[src/hw/rcr_pkg.sv]
package rcr_pkg;

  // register offsets on the host port
  localparam logic [4:0] POWER_AND_MODE_CONTROL_OFS = 5'h00;
  localparam logic [4:0] AIR_PROTOCOL_SELECT_OFS    = 5'h01;

  // values after chip-enable low or power-on reset
  localparam logic [7:0] POWER_AND_MODE_CONTROL_RST = 8'h01;
  localparam logic [7:0] AIR_PROTOCOL_SELECT_RST    = 8'h02;

  // writable bits; the reserved bit reads as zero
  localparam logic [7:0] POWER_AND_MODE_CONTROL_WMASK = 8'hFB;
  localparam logic [7:0] AIR_PROTOCOL_SELECT_WMASK    = 8'hFF;
  localparam logic [7:0] UNMAPPED_READ_VALUE          = 8'h00;

  // power_and_mode_control field positions
  localparam int PMC_STANDBY_BIT = 7;
  localparam int PMC_DIRECT_BIT  = 6;
  localparam int PMC_CARRIER_BIT = 5;
  localparam int PMC_HALF_PWR_BIT = 4;
  localparam int PMC_RX_INPUT_BIT = 3;
  localparam int PMC_RX_FORCE_BIT = 1;
  localparam int PMC_SUPPLY_BIT  = 0;

  // air_protocol_select field positions
  localparam int APS_NO_CRC_BIT   = 7;
  localparam int APS_DIR_TYPE_BIT = 6;
  localparam int APS_RFID_BIT     = 5;
  localparam int APS_CODE_MSB     = 4;
  localparam int APS_CODE_LSB     = 0;

  // protocol code ranges
  localparam logic [4:0] CODE_PROX_A_FIRST  = 5'h08;
  localparam logic [4:0] CODE_PROX_B_FIRST  = 5'h0C;
  localparam logic [4:0] CODE_CARD_212      = 5'h1A;
  localparam logic [4:0] CODE_CARD_424      = 5'h1B;

  // synchroniser values forced while rst is high
  localparam logic SYNC_CE_RST  = 1'b0;
  localparam logic SYNC_POR_RST = 1'b1;

  // host request toward the register pair
  typedef struct packed {
    logic       wr;    // write strobe
    logic       rd;    // read strobe
    logic [4:0] addr;  // register offset
    logic [7:0] wdata; // write data
  } rcr_req_t;

  // decoded front-end configuration
  typedef struct packed {
    logic       standby;          // regulators and oscillator only
    logic       direct_mode;      // raw or custom framing
    logic       direct_type;      // direct mode 0 or 1, taken at entry
    logic       auto_framing;     // built-in decoders in use
    logic       carrier_output_enable;
    logic       half_power_select;
    logic       receive_input_select;
    logic       receiver_enable;
    logic       tx_osc_enable;
    logic       supply_range_select;
    logic       rx_crc_check;
    logic       vicinity;
    logic       vic_one_of_256;
    logic       vic_high_rate;
    logic       vic_double_sub;
    logic       prox_a;
    logic       prox_b;
    logic       smart_card;
    logic       reserved_code;
    logic [1:0] rate_sel;         // 106/212/424/848 for prox, 212/424 for card
  } rcr_cfg_t;

  // decoded configuration of the reset values, so cfg agrees with the registers
  localparam rcr_cfg_t CFG_RST = '{
    standby: 1'b0, direct_mode: 1'b0, direct_type: 1'b0, auto_framing: 1'b1,
    carrier_output_enable: 1'b0, half_power_select: 1'b0, receive_input_select: 1'b0,
    receiver_enable: 1'b0, tx_osc_enable: 1'b0, supply_range_select: 1'b1,
    rx_crc_check: 1'b1, vicinity: 1'b1, vic_one_of_256: 1'b0, vic_high_rate: 1'b1,
    vic_double_sub: 1'b0, prox_a: 1'b0, prox_b: 1'b0, smart_card: 1'b0,
    reserved_code: 1'b0, rate_sel: 2'h2
  };

endpackage

[src/hw/rcr_main_config_regs.sv]
// Contract
// - power/mode bit 7 high selects standby, low selects active mode
// - power/mode bit 6 high selects direct mode, low selects automatic framing unless the protocol code is reserved
// - power/mode bit 5 turns transmitter and receivers on
// - power/mode bit 4 high selects half output power, low full
// - power/mode bit 3 high selects aux receive input, low main input
// - power/mode bit 1 forces receiver and oscillator on, else follow bit 5
// - chip-enable low or power-on reset loads protocol register with 0x02
// - protocol bit 7 high means no response CRC, low means check CRC
// - protocol bit 6 picks direct mode type, applied on direct entry
// - codes 0 to 7 select vicinity coding, rate and subcarrier
// - codes 8 to 11 select proximity type A at four rates
// - codes 12 to 15 select proximity type B at four rates
// - each protocol register write reloads option register defaults, except writes made while defaults are held
`timescale 1ns/1ns
module rcr_main_config_regs (
  input  wire logic            clock,          // 10 MHz system clock
  input  wire logic            rst,            // synchronous, active high
  input  wire logic            chip_enable,    // enable pin, low loads defaults
  input  wire logic            power_on_reset, // por pin, high loads defaults
  input  wire rcr_pkg::rcr_req_t host_req,     // host register request
  output logic [7:0]           host_rdata,     // read data
  output logic                 host_rvalid,    // read data valid pulse
  output logic                 option_reload,  // pulse: reload option defaults
  output rcr_pkg::rcr_cfg_t    cfg             // decoded configuration
);

  // pin synchronisers
  logic ce_s1_q;
  logic ce_s2_q;
  logic por_s1_q;
  logic por_s2_q;
  logic hold_defaults;

  always_ff @(posedge clock) begin
    if (rst) begin
      ce_s1_q  <= rcr_pkg::SYNC_CE_RST;
      ce_s2_q  <= rcr_pkg::SYNC_CE_RST;
      por_s1_q <= rcr_pkg::SYNC_POR_RST;
      por_s2_q <= rcr_pkg::SYNC_POR_RST;
    end else begin
      ce_s1_q  <= chip_enable;
      ce_s2_q  <= ce_s1_q;
      por_s1_q <= power_on_reset;
      por_s2_q <= por_s1_q;
    end
  end

  assign hold_defaults = !ce_s2_q || por_s2_q;

  // register state
  logic [7:0]        pmc_q;
  logic [7:0]        pmc_d;
  logic [7:0]        aps_q;
  logic [7:0]        aps_d;
  logic [7:0]        rdata_q;
  logic [7:0]        rdata_d;
  logic              rvalid_q;
  logic              rvalid_d;
  logic              reload_q;
  logic              reload_d;
  rcr_pkg::rcr_cfg_t cfg_q;
  rcr_pkg::rcr_cfg_t cfg_d;
  logic              wr_pmc;
  logic              wr_aps;
  logic [4:0]        code;

  assign wr_pmc = host_req.wr && (host_req.addr == rcr_pkg::POWER_AND_MODE_CONTROL_OFS);
  assign wr_aps = host_req.wr && (host_req.addr == rcr_pkg::AIR_PROTOCOL_SELECT_OFS);

  // register writes, reads and defaults
  always_comb begin
    pmc_d    = pmc_q;
    aps_d    = aps_q;
    reload_d = 1'b0;
    rvalid_d = host_req.rd;
    rdata_d  = rdata_q;
    if (hold_defaults) begin
      pmc_d = rcr_pkg::POWER_AND_MODE_CONTROL_RST;
      aps_d = rcr_pkg::AIR_PROTOCOL_SELECT_RST;
    end else begin
      if (wr_pmc) begin
        pmc_d = host_req.wdata & rcr_pkg::POWER_AND_MODE_CONTROL_WMASK;
      end
      if (wr_aps) begin
        aps_d    = host_req.wdata & rcr_pkg::AIR_PROTOCOL_SELECT_WMASK;
        reload_d = 1'b1;
      end
    end
    if (host_req.rd) begin
      unique case (host_req.addr)
        rcr_pkg::POWER_AND_MODE_CONTROL_OFS: rdata_d = pmc_q;
        rcr_pkg::AIR_PROTOCOL_SELECT_OFS:    rdata_d = aps_q;
        default:                             rdata_d = rcr_pkg::UNMAPPED_READ_VALUE;
      endcase
    end
  end

  assign code = aps_d[rcr_pkg::APS_CODE_MSB:rcr_pkg::APS_CODE_LSB];

  // decode next register values into front-end controls
  always_comb begin
    cfg_d                       = cfg_q;
    cfg_d.standby               = pmc_d[rcr_pkg::PMC_STANDBY_BIT];
    cfg_d.direct_mode           = pmc_d[rcr_pkg::PMC_DIRECT_BIT];
    // type is taken when direct mode is entered; host sets it first
    if (pmc_d[rcr_pkg::PMC_DIRECT_BIT] && !cfg_q.direct_mode) begin
      cfg_d.direct_type = aps_d[rcr_pkg::APS_DIR_TYPE_BIT];
    end
    cfg_d.carrier_output_enable = pmc_d[rcr_pkg::PMC_CARRIER_BIT];
    cfg_d.half_power_select     = pmc_d[rcr_pkg::PMC_HALF_PWR_BIT];
    cfg_d.receive_input_select  = pmc_d[rcr_pkg::PMC_RX_INPUT_BIT];
    cfg_d.receiver_enable       = pmc_d[rcr_pkg::PMC_RX_FORCE_BIT]
                                  || pmc_d[rcr_pkg::PMC_CARRIER_BIT];
    cfg_d.tx_osc_enable         = pmc_d[rcr_pkg::PMC_RX_FORCE_BIT]
                                  || pmc_d[rcr_pkg::PMC_CARRIER_BIT];
    cfg_d.supply_range_select   = pmc_d[rcr_pkg::PMC_SUPPLY_BIT];
    cfg_d.rx_crc_check          = !aps_d[rcr_pkg::APS_NO_CRC_BIT];
    // protocol code decode
    cfg_d.vicinity       = (code < rcr_pkg::CODE_PROX_A_FIRST);
    cfg_d.vic_one_of_256 = code[0];
    cfg_d.vic_high_rate  = code[1];
    cfg_d.vic_double_sub = code[2];
    cfg_d.prox_a         = (code >= rcr_pkg::CODE_PROX_A_FIRST)
                           && (code < rcr_pkg::CODE_PROX_B_FIRST);
    cfg_d.prox_b         = (code >= rcr_pkg::CODE_PROX_B_FIRST)
                           && (code[4] == 1'b0);
    cfg_d.smart_card     = (code == rcr_pkg::CODE_CARD_212)
                           || (code == rcr_pkg::CODE_CARD_424);
    cfg_d.rate_sel       = code[1:0];
    // rfid bit set also counts as reserved
    cfg_d.reserved_code  = !(cfg_d.vicinity || cfg_d.prox_a || cfg_d.prox_b
                           || cfg_d.smart_card)
                           || aps_d[rcr_pkg::APS_RFID_BIT];
    cfg_d.auto_framing   = !pmc_d[rcr_pkg::PMC_DIRECT_BIT]
                           && !cfg_d.reserved_code;
  end

  // state registers
  always_ff @(posedge clock) begin
    if (rst) begin
      pmc_q    <= rcr_pkg::POWER_AND_MODE_CONTROL_RST;
      aps_q    <= rcr_pkg::AIR_PROTOCOL_SELECT_RST;
      rdata_q  <= rcr_pkg::UNMAPPED_READ_VALUE;
      rvalid_q <= 1'b0;
      reload_q <= 1'b0;
      cfg_q    <= rcr_pkg::CFG_RST;
    end else begin
      pmc_q    <= pmc_d;
      aps_q    <= aps_d;
      rdata_q  <= rdata_d;
      rvalid_q <= rvalid_d;
      reload_q <= reload_d;
      cfg_q    <= cfg_d;
    end
  end

  assign host_rdata    = rdata_q;
  assign host_rvalid   = rvalid_q;
  assign option_reload = reload_q;
  assign cfg           = cfg_q;
endmodule

[config.mk]
export PLATFORM = sky130hd
export DESIGN_NAME = rcr_main_config_regs
export DESIGN_NICKNAME = d
export VERILOG_FILES = /design/src/hw/rcr_pkg.sv /design/src/hw/rcr_main_config_regs.sv
export SDC_FILE = /design/constraint.sdc
export NUM_CORES = 1
export LEC_CHECK = 0
export BUFFER_PORTS_ARGS = -buffer_cell sky130_fd_sc_hd__buf_2
export CAP_MARGIN = 10
export CORE_MARGIN = 2
export CORE_UTILIZATION = 45
export DETAILED_ROUTE_END_ITERATION = 8
export HOLD_SLACK_MARGIN = 0.1
export PLACE_DENSITY = 0.75
export SYNTH_ARGS = -nofsm -noshare
export SYNTH_HDL_FRONTEND = slang
export SYNTH_SLANG_ARGS = --single-unit
[constraint.sdc]
create_clock -name clock -period 1.4 [get_ports clock]
set_clock_uncertainty 0.05 [all_clocks]
set_input_delay 0.07 -clock clock [delete_from_list [all_inputs] [get_ports clock]]
set_output_delay 0.07 -clock clock [all_outputs]
set_load 0.02 [all_outputs]
Yosys cells after proc, flatten, opt, wreduce, memory -nomap -nowiden
Cells that the tools add are included.
Cells by class
  mux-type cells: 6
  magnitude comparators: 4
  add/subtract/negate cells: 0
  equality and inequality tests: 3
  reductions and logical operators: 21
  bitwise logic cells: 1
  divide/modulo/power cells: 0
  shifts and indexed selects: 0
  multipliers: 0
Operators with widths (count)
  2-to-1 mux 8 bit: 4
  one-hot mux 8 bit (2 select lines): 1
  equality test 5 bit (second input constant): 2
  >= comparator 5 x 4 -> 1 bit (second input constant): 2
  < comparator 5 x 4 -> 1 bit (second input constant): 2
  logical OR 1 bit: 7
  logical AND 1 bit: 6
  logical NOT 1 bit: 6
  equality test 5 x 1 -> 1 bit (second input constant): 1
  logical NOT 5 bit: 1
  OR reduction 2 bit: 1
  2-to-1 mux 1 bit: 1
  NOT 1 bit: 1
Word-level totals
  output and inout port bits: 31
  memory bits (writable): 0
  memories: 0
  memory bits (read-only): 0
  register bits: 49
  input bits: 19
  latch bits: 0
  word-level logic and storage cells: 63

Longest topological paths before layout
Gate-level depths: netlist (run 1).
  depth in word-level cells: 13
  depth in mapped cells: 6
  depth with buffers taken out: 5

Worst setup path before layout (run 1)
Ideal clock, no wire load.
  path type: input to register
  start: in host_req[10] (netlist bit)
  end: reg cfg_q, in the netlist cfg[17]
  stages: 4
  arrival time: 1.214 ns
  data required time: 1.264 ns
  setup slack: 0.051 ns
  library setup time: 0.086 ns
  cells stage by stage: or3_4 nor2_8 mux2_2 a211oi_1
Between the ends
  word-level cells in the longest chain between the ends: 13
Ends and longest elaborated chain
  from (decl): RTL line rcr_main_config_regs.sv:21  | input wire rcr_pkg::rcr_req_t host_req,
  equality test 5 x 1 -> 1 bit: RTL line rcr_main_config_regs.sv:69  | assign wr_aps = host_req.wr && (host_req.addr == rcr_pkg::AIR_PROTOCOL_SELECT_OFS);
  logical AND 1 bit: RTL line rcr_main_config_regs.sv:69
  2-to-1 mux 8 bit: RTL line rcr_main_config_regs.sv:85  | if (wr_aps) begin
  2-to-1 mux 8 bit: RTL line rcr_main_config_regs.sv:78  | if (hold_defaults) begin
  >= comparator 5 x 4 -> 1 bit / < comparator 5 x 4 -> 1 bit (equally long branches): RTL line rcr_main_config_regs.sv:124, rcr_main_config_regs.sv:125
  logical AND 1 bit: RTL line rcr_main_config_regs.sv:125  | && (code < rcr_pkg::CODE_PROX_B_FIRST);
  logical OR 1 bit (2 in a row): RTL line rcr_main_config_regs.sv:132  | cfg_d.reserved_code = !(cfg_d.vicinity || cfg_d.prox_a || cfg_d.prox_b
  logical OR 1 bit: RTL line rcr_main_config_regs.sv:133  | || cfg_d.smart_card)
  logical NOT 1 bit: RTL line rcr_main_config_regs.sv:132
  logical OR 1 bit: RTL line rcr_main_config_regs.sv:134  | || aps_d[rcr_pkg::APS_RFID_BIT];
  logical NOT 1 bit: RTL line rcr_main_config_regs.sv:136  | && !cfg_d.reserved_code;
  logical AND 1 bit *: RTL line rcr_main_config_regs.sv:136
  to (signal assigned): RTL line rcr_main_config_regs.sv:147  | cfg_q <= rcr_pkg::CFG_RST;
  to (signal assigned): RTL line rcr_main_config_regs.sv:154  | cfg_q <= cfg_d;
  to (decl): RTL line rcr_main_config_regs.sv:62  | rcr_pkg::rcr_cfg_t cfg_q;
Every way passes the cells marked *; elsewhere a longest branch is shown, timed or not.
A chain may end at the register's enable or synchronous reset.

Worst setup path in the final report (run 1)
  start: reg por_s2_q
  end: reg cfg_q, in the netlist cfg[4]
Between the ends
  word-level cells in the longest chain between the ends: 4
Ends and longest elaborated chain
  from (decl): RTL line rcr_main_config_regs.sv:32  | logic por_s2_q;
  from (signal assigned): RTL line rcr_main_config_regs.sv:40  | por_s2_q <= rcr_pkg::SYNC_POR_RST;
  from (signal assigned): RTL line rcr_main_config_regs.sv:45  | por_s2_q <= por_s1_q;
  logical OR 1 bit *: RTL line rcr_main_config_regs.sv:49  | assign hold_defaults = !ce_s2_q || por_s2_q;
  2-to-1 mux 8 bit *: RTL line rcr_main_config_regs.sv:78
  >= comparator 5 x 4 -> 1 bit / NOT 1 bit (equally long branches): RTL line rcr_main_config_regs.sv:126, rcr_main_config_regs.sv:127
  logical AND 1 bit *: RTL line rcr_main_config_regs.sv:127  | && (code[4] == 1'b0);
Marks and branches as above.

==> results of run 1 <==
cells by family (layout without fill, tap and decap cells):
group | count (synthesis) | count (layout) | share of synthesized area (%)
simple gates | 58 | 58 | 23.34
compound gates | 19 | 19 | 8.301
mux | 19 | 19 | 13.16
buf+inv | 19 | 90 | 7.595
flops | 38 | 38 | 47.61
placed cells by master, fill, tap and decap left out, types with 2 or more instances in the layout:
master,instances
a21oi_1,4
dfxtp_1,36
nor2b_1,3
dfxtp_2,2
a211oi_2,2
mux2_4,2
nand2b_1,3
nand4b_1,2
mux2i_1,8
mux2_2,8
buf_2,49
nor2_1,18
nand3_1,4
a22oi_1,7
nand2_1,12
clkbuf_4,5
buf_4,14
inv_2,2
dlygate4sd3_1,16
or2_2,2
o21ai_0,2
power breakdown:
part / switching, mW / internal (mW)
combinational: 0.0704 / 0.0811
sequential: 0.00444 / 1.09
clock: 0.372 / 0.241
total: 0.446 / 1.41
worst min-delay path, cell delays in order:
cell and delay (ns):
buf_2 0.13, nor3b_4 0.06, buf_4 0.14, nand2_1 0.05
worst min path at each step:
| stage | start | endpoint | slack [ns] |
|---|---|---|---|
| final | rst | pmc_q[0]$_SDFFE_PP1P_ | 0.07 |
| after global routing | host_req[10] | pmc_q[6]$_SDFF_PP0_ | 0.08 |
| after CTS | rst | aps_q[2]$_SDFF_PP0_ | -0.11 |
| after detailed placement | power_on_reset | por_s1_q$_SDFF_PP1_ | 0.21 |
| after global placement | power_on_reset | por_s1_q$_SDFF_PP1_ | 0.20 |
| after floorplan | power_on_reset | por_s1_q$_SDFF_PP1_ | 0.12 |
stage by stage:
stage	hold WS [ns]	instances	util, %
2_1_floorplan	0.1238	153	-
3_3_place_gp	0.2042	246	56.36
3_5_place_dp	0.2079	246	56.36
4_1_cts	-0.1097	269	62.95
5_1_grt	0.08092	270	63.69
6_report	0.06723	270	63.69
routing by layer:
metal  GRT usage (%)  part of all wire [%]
met1           22.57                    42
met2           36.18                    51
met3           4.821                   5.6
met4           7.609                   1.8
met5               0                     0
registers in the layout, indices dropped and copies added, names as in the netlist:
| signal | cells |
|---|---|
| ce_s1_q | 1 |
| host_rvalid | 1 |
| cfg | 9 |
| por_s1_q | 1 |
| option_reload | 1 |
| pmc_q | 7 |
| host_rdata | 8 |
| por_s2_q | 1 |
| ce_s2_q | 1 |
| aps_q | 8 |
timing repair:
item / in CTS / in global routing
hold buffers: 15 / 1
pin swaps: 1 / 1
setup endpoints to repair: 4 / 3
hold endpoints to repair: 24 / 2
resized for setup: 2 / 5
area by class of cell:
type	instances	area (µm²)
well taps	46	57.56
clock buffers	6	51.30
flip-flops and latches	38	763.2
clock inverters	2	12.51
multi-input cells	96	735.7
inverters	3	11.26
fillers	305	1221
repair buffers	79	510.5
==> impl_metrics.env, run 1 <==
export IMPL_worstPathBufferInverterCount=0
export IMPL_fp_dieW_um=63.59
export IMPL_p_per_area_nw_per_um2=867.1
export IMPL_dpl_hpwl_mm=2.817
export IMPL_cts_buffer_depth=2
export IMPL_clockRootBuffer="clkbuf_4"
export IMPL_fin_crit_sh_pct=98.93
export IMPL_ys_types=38
export IMPL_maxCapViolations=0
export IMPL_critPathRequiredTime_ns=1.61
export IMPL_synth_area_leaders="dfxtp_1, buf_4, mux2i_1"
export IMPL_rrSetupSlack_ns=0.02
export IMPL_ant_nets=0
export IMPL_clock_fmax_mhz=722.0
export IMPL_cts_max_level=2
export IMPL_setup_tns_final_ns=0
export IMPL_ir_worst_vdd_mv=0.4695
export IMPL_worstSetupPathType="flip-flop to flip-flop"
export IMPL_grt_setup_unrepaired="true"
export IMPL_start_util_pct=47.51
export IMPL_drc=0
export IMPL_crit_path_max_incr_delay_ns=0.37
export IMPL_worstSetupEndpointType="flip-flop"
export IMPL_grt_pass1_vias=1363
export IMPL_syn_nets=172
export IMPL_core_area_um2=3363
export IMPL_netlist_top_cells_count="dfxtp_1, nor2_1, buf_4"
export IMPL_r2r_start="por_s2_q$_SDFF_PP1_"
export IMPL_async_reset_ff_share_pct=0
export IMPL_fin_crit_ns=1.385
export IMPL_cp_top_family="simple AND/OR/NAND/NOR gates"
export IMPL_synth_edff_count=0
export IMPL_path_cells="nor3b_4 > nand2_1 > mux2_4 > nor4_2"
export IMPL_startpoint_type="flip-flop"
export IMPL_slew_violations=0
export IMPL_cts_setup_buffers=0
export IMPL_critPathLaunch="por_s2_q$_SDFF_PP1_"
export IMPL_avgViaCountPerCell=4.993
export IMPL_slowest_stage="dfxtp_2"
export IMPL_port_buffers=49
export IMPL_status="complete, no violations"
export IMPL_diodes=0
export IMPL_grt_pass1_wl_mm=6.175
export IMPL_drtIter0Drc=53
export IMPL_place_congestion=0.8662
export IMPL_nets=242
export IMPL_hold_viol_final=0
export IMPL_dpl_cell_area_um2=1896
export IMPL_clk_pin_slew_ns=0.12
export IMPL_yosysMostFrequentCell="dfxtp_1"
export IMPL_path_depth=4
export IMPL_vias=1348
export IMPL_worstPathArrival_ns=1.59
export IMPL_routedWlPerCell_um=14.29
export IMPL_ys_seq_elements=38
export IMPL_post_place_ws_ns=-0.1217
export IMPL_die_h_um=63.59
export IMPL_cts_tree="built"
export IMPL_hp_class="primary input to flip-flop"
export IMPL_synth_area_um2=1598
export IMPL_yosys_warnings=0
export IMPL_drtPass1Iterations=4
export IMPL_slew_limit_headroom_pct=77.74
export IMPL_synth_seq_area_share_pct=47.61
export IMPL_fp_dieArea_um2=4043
export IMPL_finalInstanceArea_um2=2142
export IMPL_reg2reg_depth=4
export IMPL_synth_top_area_share_pct=47.61
export IMPL_reg2reg_to="cfg[4]$_SDFF_PP0_"
export IMPL_area_growth_pct=34.06
export IMPL_overflow=0
export IMPL_rows=21
export IMPL_clock_sinks=38
export IMPL_synth_ff_type="dfxtp_1"
export IMPL_clock_latency_ns=0.36
export IMPL_crit_end="cfg[4]$_SDFF_PP0_"
export IMPL_min_delay_path_depth=4
export IMPL_io_pins=50
export IMPL_postRouteWirelength_mm=3.859
export IMPL_finalSetupViolations=0
export IMPL_cts_buffers=5
export IMPL_power_mw=1.857
export IMPL_layout_drive_gt1_share_pct=45.54
export IMPL_grt_max_degree=13
export IMPL_worstPathMaxFanout=4
export IMPL_p_leak_nw=0.9810
export IMPL_post_synth_cell_area_avg_um2=10.44
export IMPL_grt_usage_pct=20.04
export IMPL_yosysTopAreaCell="dfxtp_1"
export IMPL_worst_slew_pin_slew_ns=0.3328
export IMPL_setup_slack_ns=0.01505
export IMPL_syn_instance_count=153
export IMPL_antenna_found_initial=0
No activity file was read; power rests on OpenSTA's default activity.
==> inputs of run 2 (changes only) <==
--- a/config.mk
+++ b/config.mk
@@ -10,8 +10,11 @@
 export CORE_MARGIN = 2
 export CORE_UTILIZATION = 45
 export DETAILED_ROUTE_END_ITERATION = 8
+export GPL_TIMING_DRIVEN = 1
 export HOLD_SLACK_MARGIN = 0.1
 export PLACE_DENSITY = 0.75
+export RECOVER_POWER = 50
+export SETUP_SLACK_MARGIN = 0.05
 export SYNTH_ARGS = -nofsm -noshare
 export SYNTH_HDL_FRONTEND = slang
 export SYNTH_SLANG_ARGS = --single-unit
==> run 2 against run 1 <==
- worst hold slack better by 0.038 ns
- design area hardly changed
- critical path type unchanged
- critical path depth unchanged
- utilization hardly changed
==> impl_metrics.env, run 2 (same netlist as run 1, synthesis figures left out) <==
export IMPL_fin_crit_sh_pct=97.05
export IMPL_avgViaCountPerCell=5.044
export IMPL_p_per_area_nw_per_um2=863.7
export IMPL_critPathRequiredTime_ns=1.61
export IMPL_core_area_um2=3363
export IMPL_num_fill_cells=312
export IMPL_setup_slack_ns=0.04127
export IMPL_power_mw=1.849
export IMPL_p_int_mw=1.408
export IMPL_die_h_um=63.59
export IMPL_clockRootBuffer="clkbuf_4"
export IMPL_clock_fmax_mhz=736.0
export IMPL_hold_ws_ns=0.1056
export IMPL_antenna_found_initial=0
export IMPL_worstSetupPathType="flip-flop to flip-flop"
export IMPL_grt_max_degree=13
export IMPL_dpl_hpwl_mm=2.817
export IMPL_startpoint_type="flip-flop"
export IMPL_clock_sinks=38
export IMPL_vias=1377
export IMPL_post_place_ws_ns=-0.1217
export IMPL_io_pins=50
export IMPL_crit_end="cfg[4]$_SDFF_PP0_"
export IMPL_combPwrFrac_pct=8.2
export IMPL_r2r_start="por_s2_q$_SDFF_PP1_"
export IMPL_layout_drive_gt1_share_pct=33.48
export IMPL_worst_slew_pin_slew_ns=0.3354
export IMPL_dp_cells=246
export IMPL_routedWlPerCell_um=14.31
export IMPL_drtIter0Drc=62
export IMPL_cts_buffers=5
export IMPL_fin_crit_ns=1.359
export IMPL_rows=21
export IMPL_overflow=0
export IMPL_clk_pin_slew_ns=0.12
export IMPL_p_leak_nw=0.8904
export IMPL_grt_setup_unrepaired="true"
export IMPL_worstPathArrival_ns=1.57
export IMPL_ir_worst_vdd_mv=0.4656
export IMPL_grt_usage_pct=20.56
export IMPL_worstPathMaxFanout=4
export IMPL_ant_nets=0
export IMPL_fin_cells=273
export IMPL_fp_dieW_um=63.59
export IMPL_maxCapViolations=0
export IMPL_layout_commonest_cell="dfxtp_1"
export IMPL_clock_latency_ns=0.35
export IMPL_critPathLaunch="por_s2_q$_SDFF_PP1_"
export IMPL_port_buffers=49
export IMPL_worstSetupEndpointType="flip-flop"
export IMPL_p_sw_share_pct=23.83
export IMPL_grt_pass1_wl_mm=6.299
export IMPL_grt_pass1_vias=1373
export IMPL_postRouteWirelength_mm=3.907
export IMPL_cts_buffer_depth=2
export IMPL_fp_dieArea_um2=4043
export IMPL_cts_max_level=2
export IMPL_place_congestion=0.8662
export IMPL_drtPass1Iterations=4
export IMPL_largest_register_ffs=9
export IMPL_nets=245
export IMPL_area_growth_pct=33.99
export IMPL_sequentialPowerShare_pct=59.0
export IMPL_reg2reg_depth=4
export IMPL_rrSetupSlack_ns=0.04
export IMPL_hold_viol_final=0
export IMPL_diodes=0
export IMPL_p_sw_mw=0.4406
export IMPL_slew_violations=0
export IMPL_final_cell_mix="dfxtp_1, clkbuf_1, buf_2, nor2_1"
export IMPL_reg2reg_to="cfg[4]$_SDFF_PP0_"
export IMPL_drc=0
export IMPL_status="complete, no violations"
export IMPL_slew_limit_headroom_pct=77.56
export IMPL_clkPwrFrac_pct=32.8
export IMPL_cts_tree="built"
export IMPL_finalSetupViolations=0
export IMPL_min_delay_path_depth=4
export IMPL_start_util_pct=47.51
export IMPL_hp_class="primary input to flip-flop"
-- run 2: per-layer routing --
layer | part of all wire, % | GRT usage [%] | vias up
li1 | - | - | 668
met1 | 41 | 22.91 | 650
met5 | 0 | 0 | -
met3 | 5.8 | 5.179 | 8
met2 | 51 | 37.11 | 51
met4 | 1.7 | 8.152 | 0
-- run 2: timing repair --
| item | CTS | global route |
|---|---|---|
| hold buffers | 15 | 1 |
| endpoints found under the hold margin | 23 | 1 |
| gates resized for setup | 8 | 2 |
| buffers inserted | 0 | 3 |
| pin swaps | 2 | 2 |
| setup endpoints to repair | 5 | 7 |
-- run 2: worst min path at each step --
stage / to / slack, ns / start
after floorplan: por_s1_q$_SDFF_PP1_ / 0.12 / power_on_reset
after global placement: por_s1_q$_SDFF_PP1_ / 0.20 / power_on_reset
after detailed placement: por_s1_q$_SDFF_PP1_ / 0.21 / power_on_reset
after CTS: aps_q[2]$_SDFF_PP0_ / -0.11 / rst
after global routing: host_rdata[6]$_SDFFE_PP0P_ / 0.13 / host_req[11]
final: host_rdata[6]$_SDFFE_PP0P_ / 0.11 / host_req[11]
-- run 2: metrics by stage --
step	setup TNS, ns	cell area [µm²]	utilization (%)
6_report	0	2141	63.65
5_1_grt	-0.03039	2141	63.65
4_1_cts	0	2140	63.62
3_5_place_dp	-0.3272	1896	56.36
3_3_place_gp	-0.1004	1896	56.36
2_1_floorplan	0	1598	-
-- run 2: power groups by stage --
stage / clock, mW / sequential (mW) / combinational, mW
2_1_floorplan: 0 / 1.12 / 0.0545
3_3_place_gp: 0 / 1.12 / 0.112
3_5_place_dp: 0 / 1.12 / 0.113
4_1_cts: 0.613 / 1.09 / 0.148
5_1_grt: 0.658 / 1.09 / 0.162
6_report: 0.606 / 1.09 / 0.151
-- run 2: area by class of cell --
class | count | area [µm²] | area share [%]
clock buffers | 6 | 51.30 | 2.396
clock inverters | 2 | 12.51 | 0.5845
inverters | 3 | 11.26 | 0.5260
multi-input cells | 96 | 748.2 | 34.95
flip-flops and latches | 38 | 765.7 | 35.77
well taps | 46 | 57.56 | 2.688
repair buffers | 82 | 494.2 | 23.09
-- run 2: worst max-delay path, cell delays in order, from the launching register on --
cell and delay, ns:
dfxtp_4 0.39, nor3b_4 0.22, nand2_1 0.08, mux2_4 0.31, nor4_4 0.22
==> inputs of run 3 (changes only) <==
--- a/config.mk
+++ b/config.mk
@@ -9,10 +9,10 @@
 export CAP_MARGIN = 10
 export CORE_MARGIN = 2
 export CORE_UTILIZATION = 45
+export CTS_CLUSTER_SIZE = 25
 export DETAILED_ROUTE_END_ITERATION = 8
 export GPL_TIMING_DRIVEN = 1
-export HOLD_SLACK_MARGIN = 0.1
-export PLACE_DENSITY = 0.75
+export PLACE_DENSITY = 0.86
 export RECOVER_POWER = 50
 export SETUP_SLACK_MARGIN = 0.05
 export SYNTH_ARGS = -nofsm -noshare
==> run 3 against run 2 <==
- the run now ends with setup timing left
- register-to-register slack worse by 0.05 ns
- first-iteration DRC count grew 13%
- worst setup slack worse by 0.048 ns
- largest power group unchanged
- via count decreased by 1.6%
==> impl_metrics.env, run 3 (same netlist as run 1, synthesis figures left out) <==
export IMPL_layout_drive_gt1_share_pct=36.44
export IMPL_p_leak_nw=0.8974
export IMPL_nets=243
export IMPL_p_int_mw=1.409
export IMPL_area_growth_pct=33.52
export IMPL_p_per_area_nw_per_um2=861.3
export IMPL_fp_dieW_um=63.59
export IMPL_grt_setup_unrepaired="true"
export IMPL_dpl_hpwl_mm=2.732
export IMPL_hold_viol_final=0
export IMPL_path_cells="buf_6 > nor3b_4 > nand2_1 > mux2_4 > nor4_4"
export IMPL_worstSetupPathType="flip-flop to flip-flop"
export IMPL_io_pins=50
export IMPL_postRouteWirelength_mm=3.817
export IMPL_core_area_um2=3363
export IMPL_status="finished, violations left"
export IMPL_drtIter0Drc=70
export IMPL_rows=21
export IMPL_die_h_um=63.59
export IMPL_clock_sinks=38
export IMPL_grt_usage_pct=19.83
export IMPL_worstSetupEndpointType="flip-flop"
export IMPL_fin_crit_sh_pct=100.5
export IMPL_fin_util_pct=63.43
export IMPL_slew_limit_headroom_pct=75.71
export IMPL_fin_crit_ns=1.406
export IMPL_crit_path_max_incr_delay_ns=0.35
export IMPL_avgViaCountPerCell=5.000
export IMPL_place_congestion=0.8074
export IMPL_critPathRequiredTime_ns=1.61
export IMPL_worstPathBufferInverterCount=1
export IMPL_start_util_pct=47.51
export IMPL_cts_buffers=5
export IMPL_overflow=0
export IMPL_clkPwrFrac_pct=32.4
export IMPL_largest_register_ffs=9
export IMPL_drtPass1Iterations=4
export IMPL_worst_slew_pin_slew_ns=0.3640
export IMPL_p_sw_mw=0.4283
export IMPL_worstPathArrival_ns=1.61
export IMPL_cts_tree="built"
export IMPL_worstPathMaxFanout=3
export IMPL_p_sw_share_pct=23.31
export IMPL_post_place_ws_ns=-0.06865
export IMPL_fp_dieArea_um2=4043
export IMPL_dp_cells=251
export IMPL_cts_max_level=2
export IMPL_finalInstanceArea_um2=2133
export IMPL_num_fill_cells=296
export IMPL_setup_slack_ns=-0.006388
export IMPL_cp_top_family="simple AND/OR/NAND/NOR gates"
export IMPL_finalSetupViolations=1
export IMPL_setup_tns_final_ns=-0.006388
export IMPL_hp_class="primary input to flip-flop"
export IMPL_slowest_stage="dfxtp_2"
export IMPL_diodes=0
export IMPL_cts_buffer_depth=2
export IMPL_dpl_cell_area_um2=1933
export IMPL_clock_latency_ns=0.34
export IMPL_violations="setup timing"
export IMPL_combPwrFrac_pct=8.2
export IMPL_maxCapViolations=0
export IMPL_routedWlPerCell_um=14.08
export IMPL_slew_violations=0
export IMPL_sequentialPowerShare_pct=59.4
export IMPL_drc=0
export IMPL_antenna_found_initial=0
export IMPL_final_cell_mix="dfxtp_1, clkbuf_1, buf_2, nor2_1, buf_4"
export IMPL_grt_pass1_vias=1328
export IMPL_clk_pin_slew_ns=0.11
export IMPL_clockRootBuffer="clkbuf_4"
export IMPL_port_buffers=49
export IMPL_ant_nets=0
export IMPL_fin_cells=271
export IMPL_grt_pass1_wl_mm=6.258
export IMPL_clock_fmax_mhz=711.0
export IMPL_layout_commonest_cell="dfxtp_1"
export IMPL_startpoint_type="flip-flop"
export IMPL_ir_worst_vdd_mv=0.5505
export IMPL_grt_max_degree=12
export IMPL_vias=1355
## run 3: layout make-up
class / count / area, µm² / share of cell area, %
Clock buffer: 7 / 55.05 / 2.581
Clock inverter: 1 / 5.005 / 0.2346
Inverter: 3 / 11.26 / 0.5279
Multi-Input combinational cell: 96 / 760.7 / 35.66
Sequential cell: 38 / 765.7 / 35.89
Tap cell: 46 / 57.56 / 2.698
Timing Repair Buffer: 80 / 478.0 / 22.40
## run 3: tightest hold or removal path, stage by stage
cell and delay [ns]:
buf_2 0.14, buf_4 0.20, nor2_1 0.05
## run 3: power by group through the flow
stage	Combinational (mW)	Sequential (mW)	Clock, mW
floorplan	0.0545	1.12	0
global placement	0.120	1.12	0
detailed placement	0.123	1.12	0
CTS	0.146	1.09	0.605
global route	0.163	1.09	0.656
finish	0.151	1.09	0.595
## run 3: path summary, 6_finish.rpt
| check | to | slack (ns) | cells after the start | from |
|---|---|---|---|---|
| worst max-delay path | cfg[4]$_SDFF_PP0_ | -0.006 | 5 | ce_s2_q$_SDFF_PP0_ |
| worst min-delay path | host_rvalid$_SDFF_PP0_ | 0.11 | 3 | rst |
| worst max register to register | cfg[4]$_SDFF_PP0_ | -0.006 | 5 | ce_s2_q$_SDFF_PP0_ |
| worst min register to register | por_s2_q$_SDFF_PP1_ | 0.37 | 1 | por_s1_q$_SDFF_PP1_ |
## run 3: routing by layer
| metal | vias to the layer above | routed length [µm] | GRT usage [%] |
|---|---|---|---|
| met4 | 0 | 55 | 5.978 |
| met1 | 633 | 1665 | 24.64 |
| li1 | 660 | - | - |
| met5 | - | 0 | 0 |
| met3 | 7 | 264 | 5.714 |
| met2 | 55 | 1832 | 33.16 |
## run 3: timing repair
item	4_1_cts	5_1_grt
endpoints found under the hold margin	17	2
gates resized for setup	5	11
endpoints found under the setup margin	7	7
pin swaps	1	3
hold buffers	10	1
buffers inserted	1	0
## run 3: metrics by stage
step                power [mW]  hold slack [ns]
global placement         1.235           0.2021
finish                   1.837           0.1095
detailed placement       1.239           0.2155
floorplan                1.173           0.1238
CTS                      1.843          0.01439
global route             1.911           0.1239
